<file path="src/verilog/smcs_regs.svh">
// register map, field positions, reset values and bit timing of the serial mode block
// assumes an 8-bit register port with a 3-bit word address
`ifndef SMCS_REGS_SVH
`define SMCS_REGS_SVH

`define SMCS_ADDR_MODE     3'h0
`define SMCS_ADDR_CTRL     3'h1
`define SMCS_ADDR_DIVISOR  3'h2
`define SMCS_ADDR_TX_DATA  3'h3
`define SMCS_ADDR_RX_DATA  3'h4
`define SMCS_ADDR_STATUS   3'h5

`define SMCS_MODE_SYNC     7
`define SMCS_MODE_FIVE     2
`define SMCS_MODE_CKS_HI   1
`define SMCS_MODE_CKS_LO   0
`define SMCS_MODE_MASK     8'h87

`define SMCS_CTRL_IRDA     6
`define SMCS_CTRL_RX_EN    5
`define SMCS_CTRL_TX_EN    4
`define SMCS_CTRL_BIT3     3
`define SMCS_CTRL_MASK     8'h78

`define SMCS_STAT_TX_EMPTY 7
`define SMCS_STAT_RX_FULL  6
`define SMCS_STAT_OVERRUN  5
`define SMCS_STAT_FRAMING  4

`define SMCS_MODE_RESET    8'h00
`define SMCS_CTRL_RESET    8'h00
`define SMCS_DIV_RESET     8'hFF

`define SMCS_CS_SYS        2'h0
`define SMCS_CS_SUB        2'h1

`define SMCS_OS_LAST       4'hF
`define SMCS_OS_MID        4'h7
`define SMCS_IR_MID        4'h1
`define SMCS_IR_PULSE      4'h3
`define SMCS_SCLK_RISE     4'h8
`define SMCS_LAST_EIGHT    3'h7
`define SMCS_LAST_FIVE     3'h4

`endif

</file>
<file path="src/verilog/smcs_pkg.sv">
// types shared by the serial mode block
// assumes nothing beyond a SystemVerilog compiler
package smcs_pkg;
  typedef enum logic [3:0] {
    smcs_idle  = 4'b0001,
    smcs_start = 4'b0010,
    smcs_data  = 4'b0100,
    smcs_stop  = 4'b1000
  } smcs_state_type;

  typedef enum logic [1:0] {
    smcs_active    = 2'h0,
    smcs_sleep     = 2'h1,
    smcs_subactive = 2'h2,
    smcs_subsleep  = 2'h3
  } smcs_power_type;
endpackage

</file>
<file path="src/verilog/smcs_top.sv">
// serial interface with mode and clock-source selection, async/clocked/infrared framing
// assumes power_mode and cpu_clock_half_sub come from mclk logic; serial_in, sub_clock are pins
//
// Strobed register access and the address map were decided locally.
`timescale 1ns/1ps
`include "smcs_regs.svh"

module smcs_top #(
  parameter logic IS_CHANNEL_ONE = 1'b1
) (
  input  wire logic                    mclk,
  input  wire logic                    nrst,
  input  wire logic [2:0]              addr,
  input  wire logic [7:0]              wdata,
  input  wire logic                    wr,
  input  wire logic                    rd,
  output logic [7:0]                   rdata,
  input  wire logic                    serial_in,
  input  wire logic                    sub_clock,
  input  smcs_pkg::smcs_power_type     power_mode,
  input  wire logic                    cpu_clock_half_sub,
  output logic                         serial_out,
  output logic                         serial_clock_out,
  output logic                         serial_clock_oe
);
  import smcs_pkg::*;

  logic [7:0]     mode, ctrl, divisor, tx_buf, rx_buf;
  logic           tx_full, rx_full, overrun, framing;
  logic [7:0]     next_mode, next_ctrl, next_divisor, next_tx_buf, next_rx_buf, next_rdata;
  logic           next_tx_full, next_rx_full, next_overrun, next_framing;
  logic           sin_s1, sin_s2, sub_s1, sub_s2, sub_prev, half_toggle, os_tick;
  logic           next_half_toggle, next_os_tick, src_tick, sub_rise;
  logic [7:0]     div_count, next_div_count;
  smcs_state_type tx_state, next_tx_state, rx_state, next_rx_state;
  logic [7:0]     tx_shift, next_tx_shift, rx_shift, next_rx_shift;
  logic [2:0]     tx_count, next_tx_count, rx_count, next_rx_count;
  logic [3:0]     tx_phase, next_tx_phase, rx_phase, next_rx_phase;
  logic           sync_rx, next_sync_rx, tx_take, sync_sample, sync_done;
  logic           next_serial_out, next_sclk_out, bit_val;
  logic           rx_done, rx_ferr, rx_line, rx_sample;

  wire logic       sync_mode = mode[`SMCS_MODE_SYNC];
  wire logic       five_bit  = mode[`SMCS_MODE_FIVE];
  wire logic [1:0] clk_sel   = {mode[`SMCS_MODE_CKS_HI], mode[`SMCS_MODE_CKS_LO]};
  wire logic       rx_en     = ctrl[`SMCS_CTRL_RX_EN];
  wire logic       tx_en     = ctrl[`SMCS_CTRL_TX_EN];
  wire logic       irda      = IS_CHANNEL_ONE & ctrl[`SMCS_CTRL_IRDA] & ~sync_mode;
  // relies on software ordering control bit 3 and receive enable around it
  wire logic [2:0] last_bit  = five_bit ? `SMCS_LAST_FIVE : `SMCS_LAST_EIGHT;
  wire logic [7:0] rx_word   = five_bit ? {3'h0, rx_shift[7:3]} : rx_shift;
  wire logic [3:0] samp_pt   = irda ? `SMCS_IR_MID : `SMCS_OS_MID;

  // pin synchronisers
  always_ff @(posedge mclk or negedge nrst) begin
    if (!nrst) begin
      sin_s1 <= 1'b1;
      sin_s2 <= 1'b1;
      sub_s1 <= 1'b0;
      sub_s2 <= 1'b0;
      sub_prev <= 1'b0;
    end else begin
      sin_s1 <= serial_in;
      sin_s2 <= sin_s1;
      sub_s1 <= sub_clock;
      sub_s2 <= sub_s1;
      sub_prev <= sub_s2;
    end
  end

  // baud source selection and divider
  always_comb begin
    sub_rise = sub_s2 & ~sub_prev;
    next_half_toggle = half_toggle ^ sub_rise;
    case (clk_sel)
      `SMCS_CS_SYS: src_tick = 1'b1;
      `SMCS_CS_SUB: src_tick = cpu_clock_half_sub & sub_rise &
                               (power_mode == smcs_subactive || power_mode == smcs_subsleep ||
                                half_toggle);
      default:      src_tick = 1'b0;
    endcase
    next_div_count = div_count;
    next_os_tick = 1'b0;
    if (src_tick) begin
      if (div_count == 8'h00) begin
        next_div_count = divisor;
        next_os_tick = 1'b1;
      end else begin
        next_div_count = div_count - 8'h01;
      end
    end
  end

  always_ff @(posedge mclk or negedge nrst) begin
    if (!nrst) begin
      half_toggle <= 1'b0;
      div_count <= 8'h00;
      os_tick <= 1'b0;
    end else begin
      half_toggle <= next_half_toggle;
      div_count <= next_div_count;
      os_tick <= next_os_tick;
    end
  end

  // transmitter, also the bit clock master in synchronous mode
  always_comb begin
    next_tx_state = tx_state;
    next_tx_shift = tx_shift;
    next_tx_count = tx_count;
    next_tx_phase = tx_phase;
    next_sync_rx = sync_rx;
    tx_take = 1'b0;
    sync_sample = 1'b0;
    sync_done = 1'b0;
    if (os_tick) begin
      next_tx_phase = tx_phase + 4'h1;
    end
    case (tx_state)
      smcs_idle: begin
        next_tx_phase = 4'h0;
        if (os_tick && ((tx_full && tx_en) || (sync_mode && rx_en && !rx_full))) begin
          tx_take = tx_full & tx_en;
          next_tx_shift = tx_take ? tx_buf : 8'hFF;
          next_tx_count = 3'h0;
          next_sync_rx = sync_mode & rx_en & ~rx_full;
          next_tx_state = sync_mode ? smcs_data : smcs_start;
        end
      end
      smcs_start: begin
        if (os_tick && tx_phase == `SMCS_OS_LAST) begin
          next_tx_state = smcs_data;
        end
      end
      smcs_data: begin
        sync_sample = sync_mode & sync_rx & os_tick & (tx_phase == `SMCS_SCLK_RISE);
        if (os_tick && tx_phase == `SMCS_OS_LAST) begin
          if (tx_count == last_bit) begin
            sync_done = sync_mode & sync_rx;
            next_tx_state = sync_mode ? smcs_idle : smcs_stop;
          end else begin
            next_tx_count = tx_count + 3'h1;
            next_tx_shift = {1'b1, tx_shift[7:1]};
          end
        end
      end
      smcs_stop: begin
        if (os_tick && tx_phase == `SMCS_OS_LAST) begin
          next_tx_state = smcs_idle;
        end
      end
      default: next_tx_state = smcs_idle;
    endcase
    case (tx_state)
      smcs_start: bit_val = 1'b0;
      smcs_data:  bit_val = tx_shift[0];
      default:    bit_val = 1'b1;
    endcase
    // infrared sends a short high pulse for each zero, line low otherwise
    next_serial_out = irda ? (~bit_val & (tx_phase < `SMCS_IR_PULSE)) : bit_val;
    next_sclk_out = ~(sync_mode && tx_state == smcs_data && tx_phase < `SMCS_SCLK_RISE);
  end

  always_ff @(posedge mclk or negedge nrst) begin
    if (!nrst) begin
      tx_state <= smcs_idle;
      tx_shift <= 8'hFF;
      tx_count <= 3'h0;
      tx_phase <= 4'h0;
      sync_rx <= 1'b0;
      serial_out <= 1'b1;
      serial_clock_out <= 1'b1;
      serial_clock_oe <= 1'b0;
    end else begin
      tx_state <= next_tx_state;
      tx_shift <= next_tx_shift;
      tx_count <= next_tx_count;
      tx_phase <= next_tx_phase;
      sync_rx <= next_sync_rx;
      serial_out <= next_serial_out;
      serial_clock_out <= next_sclk_out;
      serial_clock_oe <= sync_mode;
    end
  end

  // asynchronous receiver; synchronous bits arrive through the transmitter's clock
  always_comb begin
    rx_line = irda ? ~sin_s2 : sin_s2;
    next_rx_state = rx_state;
    next_rx_count = rx_count;
    next_rx_phase = rx_phase;
    next_rx_shift = rx_shift;
    rx_sample = os_tick & (rx_phase == samp_pt);
    rx_done = sync_done;
    rx_ferr = 1'b0;
    if (os_tick) begin
      next_rx_phase = rx_phase + 4'h1;
    end
    if (sync_sample) begin
      next_rx_shift = {sin_s2, rx_shift[7:1]};
    end
    case (rx_state)
      smcs_idle: begin
        next_rx_phase = 4'h0;
        if (os_tick && rx_en && !sync_mode && !rx_line) begin
          next_rx_state = smcs_start;
        end
      end
      smcs_start: begin
        if (rx_sample && rx_line) begin
          next_rx_state = smcs_idle;
        end else if (os_tick && rx_phase == `SMCS_OS_LAST) begin
          next_rx_count = 3'h0;
          next_rx_state = smcs_data;
        end
      end
      smcs_data: begin
        if (rx_sample) begin
          next_rx_shift = {rx_line, rx_shift[7:1]};
        end
        if (os_tick && rx_phase == `SMCS_OS_LAST) begin
          next_rx_count = rx_count + 3'h1;
          if (rx_count == last_bit) begin
            next_rx_state = smcs_stop;
          end
        end
      end
      smcs_stop: begin
        if (rx_sample) begin
          rx_done = 1'b1;
          rx_ferr = ~rx_line;
          next_rx_state = smcs_idle;
        end
      end
      default: next_rx_state = smcs_idle;
    endcase
  end

  always_ff @(posedge mclk or negedge nrst) begin
    if (!nrst) begin
      rx_state <= smcs_idle;
      rx_count <= 3'h0;
      rx_phase <= 4'h0;
      rx_shift <= 8'h00;
    end else begin
      rx_state <= next_rx_state;
      rx_count <= next_rx_count;
      rx_phase <= next_rx_phase;
      rx_shift <= next_rx_shift;
    end
  end

  // register file; hardware setting a flag wins over software clearing it
  always_comb begin
    next_mode = mode;
    next_ctrl = ctrl;
    next_divisor = divisor;
    next_tx_buf = tx_buf;
    next_rx_buf = rx_buf;
    next_tx_full = tx_full & ~tx_take;
    next_rx_full = rx_full;
    next_overrun = overrun;
    next_framing = framing;
    next_rdata = 8'h00;
    if (wr) begin
      case (addr)
        `SMCS_ADDR_MODE:    next_mode = wdata & `SMCS_MODE_MASK;
        `SMCS_ADDR_CTRL:    next_ctrl = wdata & `SMCS_CTRL_MASK;
        `SMCS_ADDR_DIVISOR: next_divisor = wdata;
        `SMCS_ADDR_TX_DATA: begin
          next_tx_buf = wdata;
          next_tx_full = 1'b1;
        end
        `SMCS_ADDR_STATUS: begin
          next_overrun = overrun & ~wdata[`SMCS_STAT_OVERRUN];
          next_framing = framing & ~wdata[`SMCS_STAT_FRAMING];
        end
        default: ;
      endcase
    end
    if (rd) begin
      case (addr)
        `SMCS_ADDR_MODE:    next_rdata = mode;
        `SMCS_ADDR_CTRL:    next_rdata = ctrl;
        `SMCS_ADDR_DIVISOR: next_rdata = divisor;
        `SMCS_ADDR_TX_DATA: next_rdata = tx_buf;
        `SMCS_ADDR_RX_DATA: begin
          next_rdata = rx_buf;
          next_rx_full = 1'b0;
        end
        `SMCS_ADDR_STATUS:  next_rdata = {~tx_full, rx_full, overrun, framing, 4'h0};
        default:            next_rdata = 8'h00;
      endcase
    end
    if (rx_done) begin
      if (rx_full && !(rd && addr == `SMCS_ADDR_RX_DATA)) begin
        next_overrun = 1'b1;
      end else begin
        next_rx_buf = rx_word;
        next_rx_full = 1'b1;
        next_framing = next_framing | rx_ferr;
      end
    end
  end

  always_ff @(posedge mclk or negedge nrst) begin
    if (!nrst) begin
      mode <= `SMCS_MODE_RESET;
      ctrl <= `SMCS_CTRL_RESET;
      divisor <= `SMCS_DIV_RESET;
      tx_buf <= 8'h00;
      rx_buf <= 8'h00;
      tx_full <= 1'b0;
      rx_full <= 1'b0;
      overrun <= 1'b0;
      framing <= 1'b0;
      rdata <= 8'h00;
    end else begin
      mode <= next_mode;
      ctrl <= next_ctrl;
      divisor <= next_divisor;
      tx_buf <= next_tx_buf;
      rx_buf <= next_rx_buf;
      tx_full <= next_tx_full;
      rx_full <= next_rx_full;
      overrun <= next_overrun;
      framing <= next_framing;
      rdata <= next_rdata;
    end
  end
endmodule

</file>
<file path="config.mk">
export PLATFORM = sky130hd
export DESIGN_NAME = smcs_top
export DESIGN_NICKNAME = d
export VERILOG_FILES = /design/src/verilog/smcs_pkg.sv /design/src/verilog/smcs_top.sv
export VERILOG_INCLUDE_DIRS = /design/src /design/src/verilog
export SDC_FILE = /design/constraint.sdc
export NUM_CORES = 1
export LEC_CHECK = 0
export ABC_AREA = 1
export BUFFER_PORTS_ARGS = -buffer_cell sky130_fd_sc_hd__clkbuf_2
export CORE_MARGIN = 4
export CORE_UTILIZATION = 40
export DETAILED_ROUTE_END_ITERATION = 16
export PLACE_DENSITY_LB_ADDON = 0.12
export SLEW_MARGIN = 20
export SYNTH_ARGS = -nofsm -noshare
export SYNTH_HDL_FRONTEND = slang
export SYNTH_SLANG_ARGS = --single-unit
</file>
<file path="constraint.sdc">
create_clock -name mclk -period 1.4 [get_ports mclk]
set_clock_uncertainty 0.1 [all_clocks]
set_input_delay 0.21 -clock mclk [delete_from_list [all_inputs] [get_ports mclk]]
set_output_delay 0.21 -clock mclk [all_outputs]
set_load 0.05 [all_outputs]
</file>
* Yosys cells after proc, flatten, opt, wreduce, memory -nomap -nowiden
Cells that the tools add are included.
** Word-level totals
- Logic and storage cells :: 210
- Bits of input ports :: 20
- Output and inout port bits :: 11
- Register bits after elaboration :: 101
** Cells by class
- Add/sub/neg operators :: 5
- Muxes and demuxes :: 71
- Bitwise gates (word level) :: 29
- Reduce and logical (&&, ||, !) cells :: 38
- Eq/ne operators :: 35
- Magnitude comparators :: 2
** Operators with widths (count)
- 8-bit two-way mux :: 10
- 4-bit two-way mux :: 16
- 8-bit case mux with 6 select lines :: 1
- 4-bit case mux with 4 select lines :: 2
- 1-bit two-way mux :: 28
- 3-bit two-way mux :: 8
- 2-bit != test (second input constant) :: 12
- 4-bit == test (second input constant) :: 5
- 8-bit case mux with 2 select lines :: 1
- 1-bit bitwise AND :: 15
- 1-bit logical AND :: 14
- 1-bit inverter :: 12
- 3-bit case mux with 2 select lines :: 2
- 2-bit AND reduction :: 6
- 5-bit AND reduction :: 2
- 4-bit by 1-bit adder with 4-bit output (second input constant) :: 2
- 4-bit by 1-bit == test with 1-bit output (second input constant) :: 2
- 4-bit by 2-bit == test with 1-bit output (second input constant) :: 2
- 4-bit by 3-bit == test with 1-bit output (second input constant) :: 2
- 8-bit logical NOT :: 1
- 4-bit AND reduction :: 2
- 2-bit nonzero test :: 4
- 8-bit by 1-bit subtractor with 8-bit output (second input constant) :: 1
- 3-bit by 1-bit adder with 3-bit output (second input constant) :: 2
- other kinds (18) :: 28

* Depth between registers and ports, before layout
- Depth in word-level cells :: 10
- Gate-level depth with buffers :: 11
- Mapped depth without buffers :: 10

* Worst setup path before layout
OpenSTA, ideal clock, no wires.
- Path kind :: register -> register
- From :: register div_count[0]
- To :: register div_count[1]
- Arrival time :: 1259 ps
- Cell stages (with the launch flop) :: 8
- Path slack :: -89 ps
- Library setup time :: 130 ps
- Path buffers :: 1
- Cell sequence :: dfrtp_1 -> inv_1 -> ha_1 -> nor3b_1 -> nand2_1 -> buf_2 -> o211ai_1 -> o21ai_0
** Between the ends
- Longest elaborated chain between the ends :: 2
** Ends and longest elaborated chain
- start: declaration :: line smcs_top.sv:34 : logic [7:0] div_count, next_div_count;
- start signal: assignment :: line smcs_top.sv:101 : div_count <= next_div_count;
- 8-bit by 1-bit subtractor with 8-bit output or 8-bit logical NOT (tied branches) :: line smcs_top.sv:89, smcs_top.sv:85
- 8-bit two-way mux (*) :: line smcs_top.sv:85 : if (div_count == 8'h00) begin
Every way passes the cells marked *; elsewhere a longest branch is shown, timed or not.
A chain may end at the register's enable or synchronous reset.

* Worst setup path after layout
- From :: register div_count[0]
- To :: register div_count[5]
The elaborated chain is that of the path after synthesis.

==> impl_metrics.json <==
{
  "status": "finished with violations",
  "violations": "setup timing",
  "antenna_found_initial": 1,
  "worst-setup-path-type": "reg2reg",
  "row_count": 40,
  "vias_per_cell": 4.90,
  "synth.most_common_cell": "nand2_1",
  "yosysTopAreaCellShare": 0.399,
  "fin_util": 0.585,
  "overflow": 0,
  "drt_iter0_drc": 284,
  "wire_per_inst_um": 14.3,
  "core_area_sq_um": 12100,
  "cts_num_sinks": 101,
  "synth_top_cells_by_count": "183 x nand2_1, 79 x dfrtp_1, 69 x inv_1",
  "async_flop_share": 1.00,
  "fin_crit_ns": 1.57,
  "synth_cell_types": 40,
  "final_nets": 772,
  "area_growth_pct": 42.3,
  "nFillCells": 1065,
  "multiInputGateArea_sq_um": 2530,
  "fin_crit_sh": 1.12,
  "grt_setup_unrepaired": "yes",
  "antennaDiodeCount": 0,
  "synth_area_leaders": "dfrtp_1 40%, nand2_1 14%, dfstp_2 12%",
  "syn-num-nets": 631,
  "synthCells": 604,
  "slew_headroom": 0.697,
  "synth_edf_count": 0,
  "dieArea_sq_um": 14200,
  "grt_pass1_vias": 4399,
  "power.leakage_nw": 3.40,
  "grt_pass1_wl_um": 21800,
  "drv_slew": 0,
  "yosys_register_bits": 101,
  "post_dp_cell_area_sq_um": 5890,
  "ios": 31,
  "gp_congestion": 0.900,
  "die-width_um": 119,
  "fin_area_sq_um": 7060,
  "ant_nets": 0,
  "cts_buffers": 9,
  "end_kind": "flop",
  "startpoint_type": "flop",
  "layout-drive-gt1-share": 0.391,
  "die_h_um": 119,
  "hold_viol": 0,
  "yosys.area.top_type": "dfrtp_1",
  "yosysSeqAreaShare": 0.515,
  "fmax_mhz": 639,
  "clk_latency_ns": 0.35,
  "synth_area_per_cell_sq_um": 8.21,
  "seq_area_sq_um": 2560,
  "yosysWarnings": 0,
  "cts_max_level": 3,
  "min_path_type": "in2reg",
  "syn_area_sq_um": 4960,
  "power.density_nw_per_um2": 1600,
  "critPathArrivalTime_ns": 1.70,
  "clk_pin_slew_ns": 0.07,
  "drc": 0,
  "critPathMaxStageDelay_ns": 0.39,
  "critPathMaxFanout": 8,
  "fin_ws_ns": -0.166,
  "critPathSlowestCell": "dfrtp_1",
  "place_inst": 869,
  "stdcell_count": 918,
  "cp_data_required_time_ns": 1.54,
  "hpwlAfterDp_um": 8940,
  "cp_cell_sequence": "inv_2 -> ha_4 -> nor3b_4 -> nand2_4 -> buf_6 -> o211ai_1 -> o21ai_1",
  "drv_cap": 0,
  "finalSetupViolCount": 48,
  "io_buffers": 29,
  "routed_wirelength_um": 13100,
  "worstMarginPinSlew_ns": 0.454,
  "vdd_ir_drop_max_uv": 1220,
  "holdWs_ns": 0.0286,
  "clock_path_buffers": 2,
  "firstDrtPassIters": 5,
  "cts_tree": "built",
  "vias": 4494,
  "grt_max_degree": 54,
  "root_buffer": "clkbuf_16",
  "grtUsageTotal": 0.190,
  "start_util": 0.411,
  "dominantRegCellSynth": "dfrtp_1"
}
==> registers in the layout, indices dropped and copies added, names as in the netlist, 3 cells and up <==
| register | flops |
|---|---|
| rx_count | 3 |
| rx_shift | 8 |
| ctrl | 4 |
| rx_state | 4 |
| rdata | 8 |
| tx_shift | 8 |
| div_count | 8 |
| tx_state | 4 |
| rx_phase | 4 |
| divisor | 8 |
| tx_phase | 4 |
| rx_buf | 8 |
| mode | 4 |
| tx_buf | 8 |
| tx_count | 3 |
==> stage by stage <==
stage	setup slack [ns]	TNS, ns	total power, mW
2_1_floorplan	-0.0400	-0.344	5.84
3_3_place_gp	-0.244	-7.31	7.16
3_5_place_dp	-0.239	-8.61	7.23
4_1_cts	-0.144	-3.98	10.8
5_1_grt	-0.259	-9.07	12.1
6_report	-0.166	-4.48	11.3
==> cells in the final DEF, fill, tap and decap left out, types with 9 or more instances in the layout <==
cell and instances:
o21ai_2 12, inv_1 57, clkbuf_16 9, clkbuf_2 26
inv_2 13, o21ai_1 14, dfrtp_1 78, nor2_1 26
o21ai_0 47, nor2_2 14, nand2_1 159, nand2_4 9
buf_6 21, a21oi_1 10, nand3_1 24, buf_4 83
nand2_2 21, dfstp_2 22
==> power by group <==
part           switching [mW]  leakage [nW]  total (mW)  internal, mW
Clock                    1.11         0.166        2.78          1.67
Sequential              0.377          1.28        3.96          3.58
Combinational            2.40          1.96        4.56          2.15
==> timing repair <==
item                                    in CTS  in global routing
setup buffers                               10                 18
endpoints found under the setup margin      56                 56
gates cloned                                 3                  0
pin swaps                                   31                 27
endpoints found under the hold margin       81                  0
gates resized for setup                     93                 66
hold buffers                                 3                  0
==> critical path, delay by kind of cell (launching register included) <==
family | cells | cell delay (ns)
simple gates | 2 | 0.36
compound gates | 2 | 0.24
fa+ha+maj | 1 | 0.12
buf+inv | 2 | 0.25
flops | 1 | 0.39
==> metal layers <==
| metal | global-route usage | up-vias | wire [um] |
|---|---|---|---|
| met5 | 0 | - | 13 |
| met4 | 0.0429 | 2 | 164 |
| met3 | 0.0522 | 16 | 521 |
| met2 | 0.313 | 86 | 6580 |
| met1 | 0.252 | 2137 | 5870 |
| li1 | - | 2253 | - |
==> cell type report <==
type	count	area share
repair buffers	139	0.159
clock buffers	11	0.0358
well taps	168	0.0298
flip-flops and latches	101	0.362
multi-input cells	419	0.359
inverters	75	0.0427
clock inverters	5	0.0117
==> logic make-up (layout without fill, tap and decap cells) <==
family                   after synthesis  after routing  synth area share
buffers and inverters                 87            230            0.0719
AND/OR/NAND/NOR                      295            298             0.261
flip-flops                           101            101             0.515
XOR/XNOR                               5              5           0.00883
AO/OA/AOI/OAI                        109            109             0.125
adder cells (fa/ha/maj)                7              7            0.0177
==> path summary, 6_finish.rpt <==
| kind | cells after the start | end | slack [ns] | start |
|---|---|---|---|---|
| max in group asynchronous | 3 | sin_s2 | 0.58 | nrst |
| min reg2reg | 0 | sin_s2 | 0.26 | sin_s1 |
| max | 7 | div_count[5] | -0.17 | div_count[0] |
| max reg2reg | 7 | div_count[5] | -0.17 | div_count[0] |
| min | 3 | divisor[1] | 0.03 | wdata[1] |
| min in group asynchronous | 3 | tx_count[1] | 0.30 | nrst |
No activity file was read; power rests on OpenSTA's default activity.
